--- config.mk ---
export PLATFORM = sky130hd
export DESIGN_NAME = asc_sequencer
export DESIGN_NICKNAME = d
export VERILOG_FILES = /design/src/rtl/asc_pkg.sv /design/src/rtl/asc_sequencer.sv
export SDC_FILE = /design/constraint.sdc
export NUM_CORES = 1
export LEC_CHECK = 0
export BUFFER_PORTS_ARGS = -buffer_cell sky130_fd_sc_hd__buf_2
export CAP_MARGIN = 15
export CORE_ASPECT_RATIO = 1.2
export CORE_MARGIN = 10
export CORE_UTILIZATION = 50
export DETAILED_ROUTE_END_ITERATION = 7
export PLACE_DENSITY = 0.77
export SLEW_MARGIN = 25
export SYNTH_ARGS = -nofsm -noshare
export SYNTH_HDL_FRONTEND = slang
export SYNTH_SLANG_ARGS = --single-unit
--- constraint.sdc ---
create_clock -name clk -period 2.15 [get_ports clk]
set_input_delay 0.3225 -clock clk [delete_from_list [all_inputs] [get_ports clk]]
set_output_delay 0.3225 -clock clk [all_outputs]
set_load 0.005 [all_outputs]
--- src/rtl/asc_pkg.sv ---
// Constants, field layout and encodings for the converter sequence control.
// Assumes a single 25 MHz clock; conversion times are nominal 12-bit figures.
package asc_pkg;

	localparam int unsigned CLK_HZ       = 25_000_000;
	localparam int unsigned CLK_PER_US   = CLK_HZ / 1_000_000;

	// Times in microseconds
	localparam int unsigned CURRENT_CONVERTER_CONV_US = 33_000;
	localparam int unsigned VOLTAGE_CONVERTER_CONV_US = 16_000;
	localparam int unsigned CAL_US       = 33_000;

	localparam int unsigned CURRENT_CONVERTER_CONV_CYCLES = CURRENT_CONVERTER_CONV_US * CLK_PER_US;
	localparam int unsigned VOLTAGE_CONVERTER_CONV_CYCLES = VOLTAGE_CONVERTER_CONV_US * CLK_PER_US;
	localparam int unsigned CAL_CYCLES       = CAL_US * CLK_PER_US;

	localparam int unsigned CNT_W = 24;

	// Register field positions
	localparam int unsigned CAL_BIT  = 7;
	localparam int unsigned MODE_LSB = 5;
	localparam int unsigned SCAN_LSB = 3;
	localparam int unsigned SNAP_LSB = 0;

	localparam logic [7:0] CTRL_RESET = 8'h00;

	// Measurement modes
	localparam logic [1:0] MODE_SCAN     = 2'h0;
	localparam logic [1:0] MODE_SNAP     = 2'h1;
	localparam logic [1:0] MODE_SINGLE   = 2'h2;
	localparam logic [1:0] MODE_SHUTDOWN = 2'h3;

	// Continuous-scan input subsets
	localparam logic [1:0] SCAN_ALL      = 2'h0;
	localparam logic [1:0] SCAN_SENSE    = 2'h1;
	localparam logic [1:0] SCAN_AUX_PAIR = 2'h2;
	localparam logic [1:0] SCAN_AUX_ALL  = 2'h3;

	// Voltage converter channels, equal to single-input snapshot codes, then the two pair snapshot codes
	localparam logic [2:0] CH_SUPPLY_ONE = 3'h0;
	localparam logic [2:0] CH_SUPPLY_TWO = 3'h1;
	localparam logic [2:0] CH_AUX_ONE    = 3'h2;
	localparam logic [2:0] CH_AUX_TWO    = 3'h3;
	localparam logic [2:0] CH_AUX_FOUR   = 3'h5;
	localparam logic [2:0] SNAP_PAIR_SUPPLY = 3'h6;
	localparam logic [2:0] SNAP_PAIR_AUX    = 3'h7;

	typedef struct packed {
		logic       cal_on_demand;
		logic [1:0] mode;
		logic [1:0] scan;
		logic [2:0] snap;
	} asc_ctrl_s;

endpackage

--- src/rtl/asc_sequencer.sv ---
// Sequencer for two current converters and one scanning voltage converter.
// Assumes the serial interface logic runs on clk and pulses reg_wr once per
// completed write of the control register.
`timescale 1ns/1ps
module asc_sequencer #(
	parameter int unsigned CURRENT_CONVERTER_CYCLES = asc_pkg::CURRENT_CONVERTER_CONV_CYCLES,
	parameter int unsigned VOLTAGE_CONVERTER_CYCLES = asc_pkg::VOLTAGE_CONVERTER_CONV_CYCLES,
	parameter int unsigned CAL_CYCLES  = asc_pkg::CAL_CYCLES
) (
	input  wire logic       clk,
	input  wire logic       rst,
	input  wire logic       reg_wr,
	input  wire logic [7:0] reg_wdata,
	output logic      [7:0] reg_rdata,
	output logic            converters_powered,
	output logic            voltage_converter_busy,
	output logic      [2:0] voltage_converter_channel,
	output logic            voltage_sample_done,
	output logic            current_converter_cal,
	output logic            current_converter_busy,
	output logic            current_sample_done,
	output logic            power_update,
	output logic            power_uses_aux
);

	typedef enum logic {V_IDLE, V_CONV} asc_vstate_e;
	typedef enum logic [1:0] {I_IDLE, I_CAL, I_CONV} asc_istate_e;

	localparam logic [asc_pkg::CNT_W-1:0] V_LAST   = asc_pkg::CNT_W'(VOLTAGE_CONVERTER_CYCLES - 1);
	localparam logic [asc_pkg::CNT_W-1:0] I_LAST   = asc_pkg::CNT_W'(CURRENT_CONVERTER_CYCLES - 1);
	localparam logic [asc_pkg::CNT_W-1:0] CAL_LAST = asc_pkg::CNT_W'(CAL_CYCLES - 1);

	logic      [7:0]               ctrl;
	asc_pkg::asc_ctrl_s            cfg;
	logic                          launch;
	logic                          shutdown;
	logic      [2:0]               first_ch;
	logic      [2:0]               last_ch;
	logic                          aux_operand;
	logic                          power_enabled;
	logic                          repeat_run;
	asc_vstate_e                   v_state;
	asc_istate_e                   i_state;
	logic      [asc_pkg::CNT_W-1:0] v_cnt;
	logic      [asc_pkg::CNT_W-1:0] i_cnt;

	assign cfg       = asc_pkg::asc_ctrl_s'(ctrl);
	assign shutdown  = (cfg.mode == asc_pkg::MODE_SHUTDOWN);
	assign reg_rdata = ctrl;

	always_ff @(posedge clk)
	begin
		if (rst)
			ctrl <= asc_pkg::CTRL_RESET;
		else if (reg_wr)
			ctrl <= reg_wdata;
	end

	// Held high through reset so the power-up sequence starts on release
	always_ff @(posedge clk)
	begin
		if (rst)
			launch <= 1'b1;
		else
			launch <= reg_wr;
	end

	always_ff @(posedge clk)
	begin
		if (rst)
			converters_powered <= 1'b0;
		else
			converters_powered <= !shutdown;
	end

	// Channel range, power operand and repetition from the current setting
	always_comb
	begin
		first_ch      = asc_pkg::CH_SUPPLY_ONE;
		last_ch       = asc_pkg::CH_AUX_FOUR;
		aux_operand   = 1'b0;
		power_enabled = 1'b1;
		repeat_run    = 1'b0;
		unique case (cfg.mode)
			asc_pkg::MODE_SCAN:
			begin
				repeat_run  = 1'b1;
				aux_operand = cfg.scan[1];
				unique case (cfg.scan)
					asc_pkg::SCAN_ALL:
					begin
						first_ch = asc_pkg::CH_SUPPLY_ONE;
						last_ch  = asc_pkg::CH_AUX_FOUR;
					end
					asc_pkg::SCAN_SENSE:
					begin
						first_ch = asc_pkg::CH_SUPPLY_ONE;
						last_ch  = asc_pkg::CH_SUPPLY_TWO;
					end
					asc_pkg::SCAN_AUX_PAIR:
					begin
						first_ch = asc_pkg::CH_AUX_ONE;
						last_ch  = asc_pkg::CH_AUX_TWO;
					end
					asc_pkg::SCAN_AUX_ALL:
					begin
						first_ch = asc_pkg::CH_AUX_ONE;
						last_ch  = asc_pkg::CH_AUX_FOUR;
					end
				endcase
			end
			asc_pkg::MODE_SNAP:
			begin
				aux_operand = (cfg.snap == asc_pkg::SNAP_PAIR_AUX);
				if (cfg.snap == asc_pkg::SNAP_PAIR_SUPPLY)
				begin
					first_ch = asc_pkg::CH_SUPPLY_ONE;
					last_ch  = asc_pkg::CH_SUPPLY_TWO;
				end
				else if (cfg.snap == asc_pkg::SNAP_PAIR_AUX)
				begin
					first_ch = asc_pkg::CH_AUX_ONE;
					last_ch  = asc_pkg::CH_AUX_TWO;
				end
				else
				begin
					first_ch      = cfg.snap;
					last_ch       = cfg.snap;
					power_enabled = 1'b0;
				end
			end
			asc_pkg::MODE_SINGLE:
			begin
				first_ch = asc_pkg::CH_SUPPLY_ONE;
				last_ch  = asc_pkg::CH_AUX_FOUR;
			end
			asc_pkg::MODE_SHUTDOWN:
			begin
				power_enabled = 1'b0;
			end
		endcase
	end

	// Voltage converter; a write other than shutdown aborts any running scan and restarts it
	always_ff @(posedge clk)
	begin
		voltage_sample_done <= 1'b0;
		if (rst || shutdown)
		begin
			v_state                   <= V_IDLE;
			v_cnt                     <= '0;
			voltage_converter_channel <= asc_pkg::CH_SUPPLY_ONE;
		end
		else if (launch)
		begin
			v_state                   <= V_CONV;
			v_cnt                     <= '0;
			voltage_converter_channel <= first_ch;
		end
		else if (v_state == V_CONV)
		begin
			if (v_cnt == V_LAST)
			begin
				voltage_sample_done <= 1'b1;
				v_cnt               <= '0;
				if (voltage_converter_channel != last_ch)
					voltage_converter_channel <= voltage_converter_channel + 3'h1;
				else if (repeat_run)
					voltage_converter_channel <= first_ch;
				else
					v_state <= V_IDLE;
			end
			else
				v_cnt <= v_cnt + 1'b1;
		end
	end

	assign voltage_converter_busy = (v_state == V_CONV);

	// Current converters run in lockstep, so one sequencer drives both
	always_ff @(posedge clk)
	begin
		current_sample_done <= 1'b0;
		power_update        <= 1'b0;
		if (rst)
			power_uses_aux <= 1'b0;
		if (rst || shutdown)
		begin
			i_state <= I_IDLE;
			i_cnt   <= '0;
		end
		else if (launch)
		begin
			// Every start calibrates: either per-conversion or the one-off
			i_state <= I_CAL;
			i_cnt   <= '0;
		end
		else if (i_state == I_CAL)
		begin
			if (i_cnt == CAL_LAST)
			begin
				i_state <= I_CONV;
				i_cnt   <= '0;
			end
			else
				i_cnt <= i_cnt + 1'b1;
		end
		else if (i_state == I_CONV)
		begin
			if (i_cnt == I_LAST)
			begin
				current_sample_done <= 1'b1;
				i_cnt               <= '0;
				if (power_enabled)
				begin
					power_update   <= 1'b1;
					power_uses_aux <= aux_operand;
				end
				if (!repeat_run)
					i_state <= I_IDLE;
				else if (!cfg.cal_on_demand)
					i_state <= I_CAL;
				else
					i_state <= I_CONV;
			end
			else
				i_cnt <= i_cnt + 1'b1;
		end
	end

	assign current_converter_cal  = (i_state == I_CAL);
	assign current_converter_busy = (i_state != I_IDLE);

endmodule

# == Word level (Yosys, flattened, before mapping) ==
# Cells that the tools add are included.
# op_classes
n_reduce_logical,21
mux,44
n_addsub,3
n_bitwise,3
eq_ne,12
# ops
op,n
$mux W24,4
$add A24 B1 Y24 const B,2
$mux W3,9
$eq A24 B19 Y1 const B,1
$eq A24 B20 Y1 const B,1
$mux W1,19
$pmux W3 S2,3
$mux W2,6
$reduce_bool A2 Y1,5
$pmux W3 S3,1
$eq A2 B2 Y1 const B,4
$reduce_or A2 Y1,4
$eq A2 B1 Y1 const B,3
$eq A3 B3 Y1 const B,2
$reduce_bool A3 Y1,2
$reduce_or A5 Y1,1
$logic_not A2 Y1,2
$pmux W1 S2,2
$reduce_and A2 Y1,2
$reduce_or A4 Y1,1
$add A3 B1 Y3 const B,1
$ne A3 B3 Y1,1
$not A1 Y1,3
$reduce_and A3 Y1,1
other kinds (3),3
# word_totals
wordCells,96
register_bits,68

# == Longest topological paths before layout ==
# Gate-level depths: netlist (run 1).
# depth
ltp_word,10
depth_mapped,9
mapped_depth_nobuf,8

# == Worst setup path before layout (run 1) ==
# Ideal clock, no wire load.
# synth_timing
path_type,register to register
startpoint,"reg ctrl[1], in the netlist reg_rdata[1]"
endpoint,reg voltage_converter_channel[2]
required_ns,2.033
n_path_buf,0
t_arrival_ns,2.069
stages_incl_launch_ff,7
setup_slack_ns,-0.036
setup_ns,0.117
cell_sequence,dfxtp_1 -> and2_1 -> or4_1 -> a211oi_2 -> a31o_2 -> mux2_2 -> a32o_1
# synth_between
elab_chain_len,9
elab_cells_between_ends,16
cone_classes,3 x eq/ne; 11 x mux; 2 x reduce/logical
# synth_rtl
item,line_no,source
start: declaration,asc_sequencer.sv:33,logic [7:0] ctrl;
start signal: assignment,asc_sequencer.sv:54,ctrl <= asc_pkg::CTRL_RESET;
start signal: assignment,asc_sequencer.sv:56,ctrl <= reg_wdata;
$eq A3 B3 Y1,asc_sequencer.sv:120,else if (cfg.snap == asc_pkg::SNAP_PAIR_AUX)
$mux W3,asc_sequencer.sv:120,
$mux W3,asc_sequencer.sv:115,if (cfg.snap == asc_pkg::SNAP_PAIR_SUPPLY)
$pmux W3 S2,asc_sequencer.sv:84,unique case (cfg.mode)
$ne A3 B3 Y1 or $mux W3 (tied branches),"asc_sequencer.sv:166, asc_sequencer.sv:168",
$mux W3,asc_sequencer.sv:166,if (voltage_converter_channel != last_ch)
$mux W3,asc_sequencer.sv:162,if (v_cnt == V_LAST)
$mux W3,asc_sequencer.sv:160,else if (v_state == V_CONV)
$mux W3,asc_sequencer.sv:154,else if (launch)
end signal: assignment,asc_sequencer.sv:158,voltage_converter_channel <= first_ch;
end signal: assignment,asc_sequencer.sv:167,voltage_converter_channel <= voltage_converter_channel + 3'h1;
end signal: assignment,asc_sequencer.sv:169,voltage_converter_channel <= first_ch;
end: declaration,asc_sequencer.sv:17,"output logic [2:0] voltage_converter_channel,"
# Parallel ways exist; a longest one is shown, timed or not. The select of a mux whose other input is x is not followed.
# A chain may end at the register's enable or synchronous reset.

# == Final worst setup path (run 1) ==
# layout_timing
startpoint,"reg ctrl[2], in the netlist reg_rdata[2]"
endpoint,reg voltage_converter_channel[2]
# Same word-level chain as after synthesis.

==> results of run 1 <==
kinds of logic (layout without fill, tap and decap cells):
kind of cell | count (synthesis) | in the layout
AOI/OAI and AO/OA | 27 | 27
xor gates and xnor gates | 46 | 46
adders and majority gates | 9 | 9
buffers and inverters | 25 | 90
DFF | 68 | 68
muxes | 12 | 12
and+or+nand+nor | 186 | 186
routing by layer:
metal / global-route usage, % / vias up / wire [µm]
met2: 24.0 / 56 / 3380
met4: 4.64 / 0 / 70
li1: - / 1388 / -
met3: 5.09 / 6 / 275
met1: 16.0 / 1274 / 3170
met5: 0 / - / 0
worst max-delay path, delay by kind of cell, from the launching register on:
family             cells  cell delay (ns)
AOI/OAI and AO/OA      3             0.67
and+or+nand+nor        2             0.66
muxes                  1             0.34
DFF                    1             0.33
registers in the layout, summed over array words and instances (netlist names):
name and cells:
i_cnt 24, v_cnt 24, reg_rdata 8, voltage_converter_channel 3, i_state 2, converters_powered 1
current_sample_done 1, launch 1, power_update 1, power_uses_aux 1, voltage_converter_busy 1, voltage_sample_done 1
through the flow:
stage / setup TNS (ns) / power (mW) / setup WS, ns
after floorplan: 0 / 1.42 / 0.0149
after global placement: 0 / 1.49 / 0.0946
after detailed placement: 0 / 1.50 / 0.0396
after CTS: 0 / 2.91 / 0.0186
after global routing: -0.0736 / 3.00 / -0.0497
final: 0 / 2.90 / 0.0554
final cells by class:
cell class	count	share of cell area (%)
clock buffers	10	3.48
inverters	15	1.42
clock inverters	6	3.38
flip-flops and latches	68	34.5
repair buffers	59	9.67
well taps	82	2.59
multi-input cells	280	44.9
where the power goes:
part	internal [mW]	total (mW)	leakage [nW]	switching, mW
Combinational	0.0863	0.186	0.840	0.100
Clock	0.922	1.43	0.137	0.503
Sequential	1.28	1.29	0.553	0.0151
Total	2.29	2.90	1.53	0.618
timing repair:
action                                  CTS  global route
hold endpoints to repair                  0             0
buffers inserted                          0             3
resized for setup                         0            10
endpoints found under the setup margin    0             5
synthesized netlist by cell type (all sizes together), types with 2 or more instances:
master / count / area (µm²)
and2: 2 / 12.5
nand4: 16 / 106
clkbuf: 9 / 33.8
and3: 5 / 31.3
nand2: 31 / 116
xnor2: 21 / 184
nor3: 5 / 25.0
o21ai: 5 / 25.0
a31oi: 5 / 31.3
a21oi: 5 / 25.0
ha: 9 / 113
mux2i: 9 / 90.1
nor4b: 2 / 23.8
dfxtp: 68 / 1360
nand2b: 5 / 31.3
nor4: 7 / 50.1
and4: 2 / 17.5
a211oi: 2 / 20.0
xor2: 25 / 219
inv: 15 / 56.3
mux2: 3 / 33.8
nor2b: 4 / 25.0
or3: 3 / 18.8
nand3: 15 / 75.1
nor2: 80 / 300
or4: 4 / 35.0
path summary, 6_finish.rpt:
| kind | cells after the start | end | start |
|---|---|---|---|
| worst max-delay path | 6 | voltage_converter_channel[2]$_SDFFE_PP0P_ | reg_rdata[2]$_SDFFE_PP0P_ |
| worst min-delay path | 3 | reg_rdata[0]$_SDFFE_PP0P_ | reg_wdata[0] |
| worst max register to register | 6 | voltage_converter_channel[2]$_SDFFE_PP0P_ | reg_rdata[2]$_SDFFE_PP0P_ |
| worst min register to register | 2 | i_state[0]$_SDFFE_PP0P_ | i_state[0]$_SDFFE_PP0P_ |
==> reports/results.tsv, run 1 <==
stage	metric	value	unit
synth	portion of netlist area occupied by mux cells	3.87	%
final_layout	commonest non-fill, non-tap cell in the layout	sky130_fd_sc_hd__nor2_1	
worst_setup_path	largest stage delay on the critical path	0.49	ns
sta	clock tree skew after final layout	0.00864	ns
drt	via count of the routed design	2724	
clocking	number of buffers added to fix hold violations after cts	0	
synth	post-synthesis sequential area ratio	42.5	%
final_layout	final standard cell count with taps included and fillers excluded	520	
final_layout	area occupied by multi-input gates	1780	µm²
floorplan	core box area	6130	µm²
worst_hold_path	worst min path class	primary input to register	
clocking	cell chosen for the clock root	sky130_fd_sc_hd__clkbuf_8	
place	Placed Cells incl. Taps	501	
sta	number of max-slew violations in the final report	0	
synth	Syn. warnings	0	
clocking	number of sinks handled by clock tree synthesis	68	
place	RePlAce Congestion	0.838	
drt	Final Routed Wirelength	6900	µm
place	IO buf count	29	
synth	Synth Area in XOR/XNOR	12.6	%
synth	number of library cell types mapped by synthesis	48	
final_layout	Final nets	453	
run_status	outcome	completed	
floorplan	effective utilization at floorplan	52.2	%
worst_setup_path	startpoint class of the critical path	register	
sta	normalized max-slew margin	69.9	%
final_layout	ratio of cells with drive above 1 in the final layout	21.9	%
sta	final number of hold-violating endpoints	0	
final_layout	Layout Area Growth over Synthesis	23.7	%
final_layout	Final Cell Area	3960	µm²
sta	final worst path period share	97.4	%
final_layout	register area	1370	µm²
sta	transition time at the pin with the least slew margin	0.447	ns
synth	Post-synth top flop	sky130_fd_sc_hd__dfxtp_1	
grt	overall track demand over capacity in global routing	14.1	%
synth	synthesized netlist cell count	373	
synth	register bit total from synthesis	68	
floorplan	x dimension of the die	93.0	µm
worst_setup_path	required time at the endpoint of the critical path	2.39	ns
synth	Post-synth EDFFs	0	
drt	post-route DRC violation count	0	
clocking	maximum buffer depth of the clock tree	2	
synth	number of nets produced by synthesis	393	
worst_setup_path	worst endpoint data arrival time	2.33	ns
worst_setup_path	type of element capturing the critical path	register	
final_layout	top library cells by usage in the layout, fill and taps aside	sky130_fd_sc_hd__nor2_1, sky130_fd_sc_hd__dfxtp_1, sky130_fd_sc_hd__nand2_1, sky130_fd_sc_hd__buf_2, sky130_fd_sc_hd__buf_4	
worst_setup_path	R2R setup slack	0.06	ns
grt	leftover overflow at the end of global routing	0	
pwr	peak supply drop	0.581	mV
grt	global-route wire length before repair	11700	µm
synth	dominant combinational cell family by area after synthesis	simple AND/OR/NAND/NOR gates	
grt	maximum number of pins on one net before global-route repair	25	
grt	antenna violations before repair	0	
synth	synthesized-area fraction occupied by and/or/nand/nor cells	28.4	%
drt	mean routed wirelength per cell	13.3	µm
clocking	CTS tree	built	
place	instance area after placement	3630	µm²
drt	via count normalized by instance count	5.24	
floorplan	height of the die	108	µm
worst_setup_path	cell with the biggest individual delay on the critical path	sky130_fd_sc_hd__or4_4	
drt	number of iterations in the first detailed-routing pass	4	
clocking	total CTS buffers	9	
final_layout	fin util	64.6	%
pwr	leakage dissipation	1.53	nW
clocking	clock insertion delay at the later pin of the skew report	0.34	ns
synth	share of async-settable or async-resettable flops after synthesis	0	%
sta	final critical path time including I/O delays and setup	2.09	ns
worst_setup_path	Critical Setup Path Class	register to register	
clocking	clock transition at the registers of the reported paths	0.08	ns
place	HPWL reported at the end of detailed placement	5010	µm
synth	post-synthesis cell area	3200	µm²
floorplan	num ports	30	
clocking	H-Tree Level Count	3	
final_layout	diode count	0	
floorplan	count of standard-cell rows	31	
drt	Starting DRT DRC Count	103	
sta	final count of negative-setup-slack endpoints	0	
drt	DRT antenna net count	0	
synth	fraction of the mapped netlist area in adder cells	3.52	%
worst_setup_path	ordered list of cells on the worst path	and2_4 -> or4_4 -> a211oi_4 -> a31o_4 -> mux2_2 -> a32o_1	
synth	post-synthesis average cell area	8.58	µm²
pwr	power per unit of standard cell area	734	nW/µm²
grt	via count of the first global-routing pass	2746	
sta	tightest hold margin	0.204	ns
sta	max frequency	0.477	GHz
final_layout	layout filler cell count	537	
synth	compound-cell area share of the yosys netlist	6.10	%
floorplan	die footprint	10000	µm²
worst_setup_path	maximum fanout along the worst path	4	
job	number of maximum-capacitance constraint violations	0	
(Power assumes the default switching activity.)
==> run 2: changes to the inputs <==
--- a/config.mk
+++ b/config.mk
@@ -12,6 +12,7 @@
 export CORE_UTILIZATION = 50
 export DETAILED_ROUTE_END_ITERATION = 7
 export PLACE_DENSITY = 0.77
+export RECOVER_POWER = 25
 export SLEW_MARGIN = 25
 export SYNTH_ARGS = -nofsm -noshare
 export SYNTH_HDL_FRONTEND = slang
==> run 2 against run 1 <==
  * Die area did not move
  * Largest cell class unchanged
  * Critical endpoint unchanged
  * Critical path type unchanged
  * Setup slack about the same
  * Critical path depth unchanged
==> reports/results.tsv, run 2 (synthesized netlist as in run 1, its figures left out) <==
stage	metric	value	unit	change
pwr	power per unit of standard cell area	735	nW/µm²	+0.18%
clocking	clock transition at the registers of the reported paths	0.08	ns	about the same
sta	final critical path time including I/O delays and setup	2.09	ns	-0.0000577 ns
clocking	CTS tree	built		
pwr	leakage dissipation	1.51	nW	-1.5%
worst_setup_path	maximum fanout along the worst path	4		unchanged
drt	via count of the routed design	2724		unchanged
sta	final count of negative-setup-slack endpoints	0		unchanged
worst_setup_path	timing endpoint of the critical path	voltage_converter_channel[2]$_SDFFE_PP0P_		
worst_hold_path	worst min path class	primary input to register		
worst_setup_path	cell with the biggest individual delay on the critical path	sky130_fd_sc_hd__or4_4		
drt	DRT antenna net count	0		unchanged
grt	via count of the first global-routing pass	2746		unchanged
place	instance area after placement	3630	µm²	unchanged
final_layout	diode count	0		unchanged
floorplan	num ports	30		unchanged
final_layout	commonest non-fill, non-tap cell in the layout	sky130_fd_sc_hd__nor2_1		
worst_setup_path	required time at the endpoint of the critical path	2.39	ns	about the same
run_status	outcome	completed		
clocking	clock insertion delay at the later pin of the skew report	0.35	ns	about the same
worst_setup_path	worst path buffer plus inverter count	0		unchanged
drt	via count normalized by instance count	5.24		unchanged
grt	global-route wire length before repair	11700	µm	unchanged
grt	overall track demand over capacity in global routing	14.1	%	unchanged
pwr	post-route total power	2.90	mW	about the same
grt	antenna violations before repair	0		unchanged
floorplan	die footprint	10000	µm²	unchanged
floorplan	height of the die	108	µm	unchanged
worst_setup_path	R2R setup slack	0.06	ns	about the same
clocking	number of buffers added to fix hold violations after cts	0		unchanged
worst_setup_path	worst endpoint data arrival time	2.33	ns	about the same
drt	post-route DRC violation count	0		unchanged
job	number of maximum-capacitance constraint violations	0		unchanged
pwr	fraction of power consumed by sequential logic	44.5	%	about the same
final_layout	fin util	64.5	%	-0.12 points
sta	clock tree skew after final layout	0.00857	ns	-0.0000721 ns
place	HPWL reported at the end of detailed placement	5010	µm	unchanged
final_layout	Layout Area Growth over Synthesis	23.5	%	
floorplan	core box area	6130	µm²	unchanged
worst_setup_path	Crit. Startpoint	reg_rdata[2]$_SDFFE_PP0P_		
floorplan	x dimension of the die	93.0	µm	unchanged
worst_setup_path	instance count on the critical path	6		unchanged
final_layout	Final nets	453		unchanged
worst_setup_path	largest stage delay on the critical path	0.49	ns	about the same
clocking	cell chosen for the clock root	sky130_fd_sc_hd__clkbuf_8		
final_layout	ratio of cells with drive above 1 in the final layout	20.5	%	-1.4 points
worst_setup_path	type of element capturing the critical path	register		
pwr	internal power contribution	2.28	mW	about the same
drt	Final Routed Wirelength	6910	µm	+0.19%
worst_setup_path	startpoint class of the critical path	register		
final_layout	top library cells by usage in the layout, fill and taps aside	sky130_fd_sc_hd__nor2_1, sky130_fd_sc_hd__dfxtp_1, sky130_fd_sc_hd__nand2_1, sky130_fd_sc_hd__buf_4, sky130_fd_sc_hd__xor2_1		
sta	max frequency	0.477	GHz	about the same
clocking	maximum buffer depth of the clock tree	2		unchanged
final_layout	Final Cell Area	3950	µm²	-0.19%
worst_setup_path	Critical R2R Launch	reg_rdata[2]$_SDFFE_PP0P_		
sta	final worst path period share	97.4	%	about the same
drt	number of iterations in the first detailed-routing pass	4		unchanged
place	IO buf count	29		unchanged
clocking	H-Tree Level Count	3		unchanged
pwr	net switching component of the power	0.619	mW	about the same
grt	leftover overflow at the end of global routing	0		unchanged
clocking	number of sinks handled by clock tree synthesis	68		unchanged
worst_setup_path	capture point of the worst reg-to-reg path	voltage_converter_channel[2]$_SDFFE_PP0P_		
worst_setup_path	Critical Setup Path Class	register to register		
pwr	part of the total power dissipated in the clock network	49.1	%	about the same
sta	normalized max-slew margin	62.0	%	-7.9 points
pwr	share of total power consumed by net switching	21.3	%	about the same
floorplan	effective utilization at floorplan	52.2	%	unchanged
clocking	total CTS buffers	9		unchanged
worst_setup_path	worst-case reg-to-reg path depth	6		unchanged
place	RePlAce Congestion	0.838		unchanged
worst_setup_path	ordered list of cells on the worst path	and2_4 -> or4_4 -> a211oi_4 -> a31o_4 -> mux2_2 -> a32o_1		
drt	mean routed wirelength per cell	13.3	µm	+0.19%
sta	number of max-slew violations in the final report	0		unchanged
floorplan	count of standard-cell rows	31		unchanged
pwr	share of total power in combinational logic	6.4	%	about the same
worst_setup_path	category of cells accounting for the largest share of critical-path delay	compound AO/OA/AOI/OAI gates		
pwr	peak supply drop	0.580	mV	about the same
sta	final number of hold-violating endpoints	0		unchanged
drt	Starting DRT DRC Count	103		unchanged
sta	transition time at the pin with the least slew margin	0.571	ns	+0.123 ns
grt	maximum number of pins on one net before global-route repair	25		unchanged
run 2: changes by cell type in the layout (fill, tap and decap cells not counted), sizes merged:
cell / change
buf: -5
clkbuf: +5
run 2: power groups by stage:
stage,registers [mW],clock network (mW),logic (mW)
2_1_floorplan,1.32,0,0.100
3_3_place_gp,1.32,0,0.171
3_5_place_dp,1.32,0,0.176
4_1_cts,1.29,1.44,0.176
5_1_grt,1.29,1.50,0.209
6_report,1.29,1.43,0.186
run 2: cell type report:
type,count,area (µm²)
fill,542,2180
inverter,15,56.3
multi-input combinational,280,1780
timing repair buffer,59,375
clock buffer,10,138
tap,82,103
clock inverter,6,134
sequential,68,1370
run 2: timing repair:
| item | 4_1_cts | 5_1_grt |
|---|---|---|
| setup endpoints to repair | 0 | 5 |
| buffers inserted | 0 | 3 |
| resized for setup | 0 | 10 |
run 2: worst min-delay path by stage:
stage                                  startpoint                   endpoint  slack, ns  depth (start not counted)
after floorplan           i_state[0]$_SDFFE_PP0P_    i_state[0]$_SDFFE_PP0P_       0.45                          2
after global placement    i_state[0]$_SDFFE_PP0P_    i_state[0]$_SDFFE_PP0P_       0.47                          2
after detailed placement    v_cnt[1]$_SDFFE_PP0P_      v_cnt[1]$_SDFFE_PP0P_       0.48                          2
after CTS                            reg_wdata[0]  reg_rdata[0]$_SDFFE_PP0P_       0.20                          3
after global routing                 reg_wdata[1]  reg_rdata[1]$_SDFFE_PP0P_       0.22                          3
final                                reg_wdata[0]  reg_rdata[0]$_SDFFE_PP0P_       0.20                          3
run 2: metrics by stage:
stage               hold slack (ns)  worst slack, ns  cells  setup TNS, ns
floorplan                     0.454           0.0149    373              0
CTS                           0.197           0.0186    517              0
global route                  0.222          -0.0497    520        -0.0736
finish                        0.204           0.0555    520              0
global placement              0.468           0.0946    501              0
detailed placement            0.479           0.0396    501              0
run 2: layer usage:
layer,routed length [µm],track usage [%]
met5,0,0
met4,70,4.64
met3,274,5.09
met2,3380,24.0
met1,3180,16.0
run 2: worst register-to-register path, stage by stage, from the launching register on:
cell and delay [ns]:
sky130_fd_sc_hd__dfxtp_2 0.33, sky130_fd_sc_hd__and2_4 0.17, sky130_fd_sc_hd__or4_4 0.49, sky130_fd_sc_hd__a211oi_4 0.25, sky130_fd_sc_hd__a31o_4 0.20, sky130_fd_sc_hd__mux2_2 0.34
sky130_fd_sc_hd__a32o_1 0.22
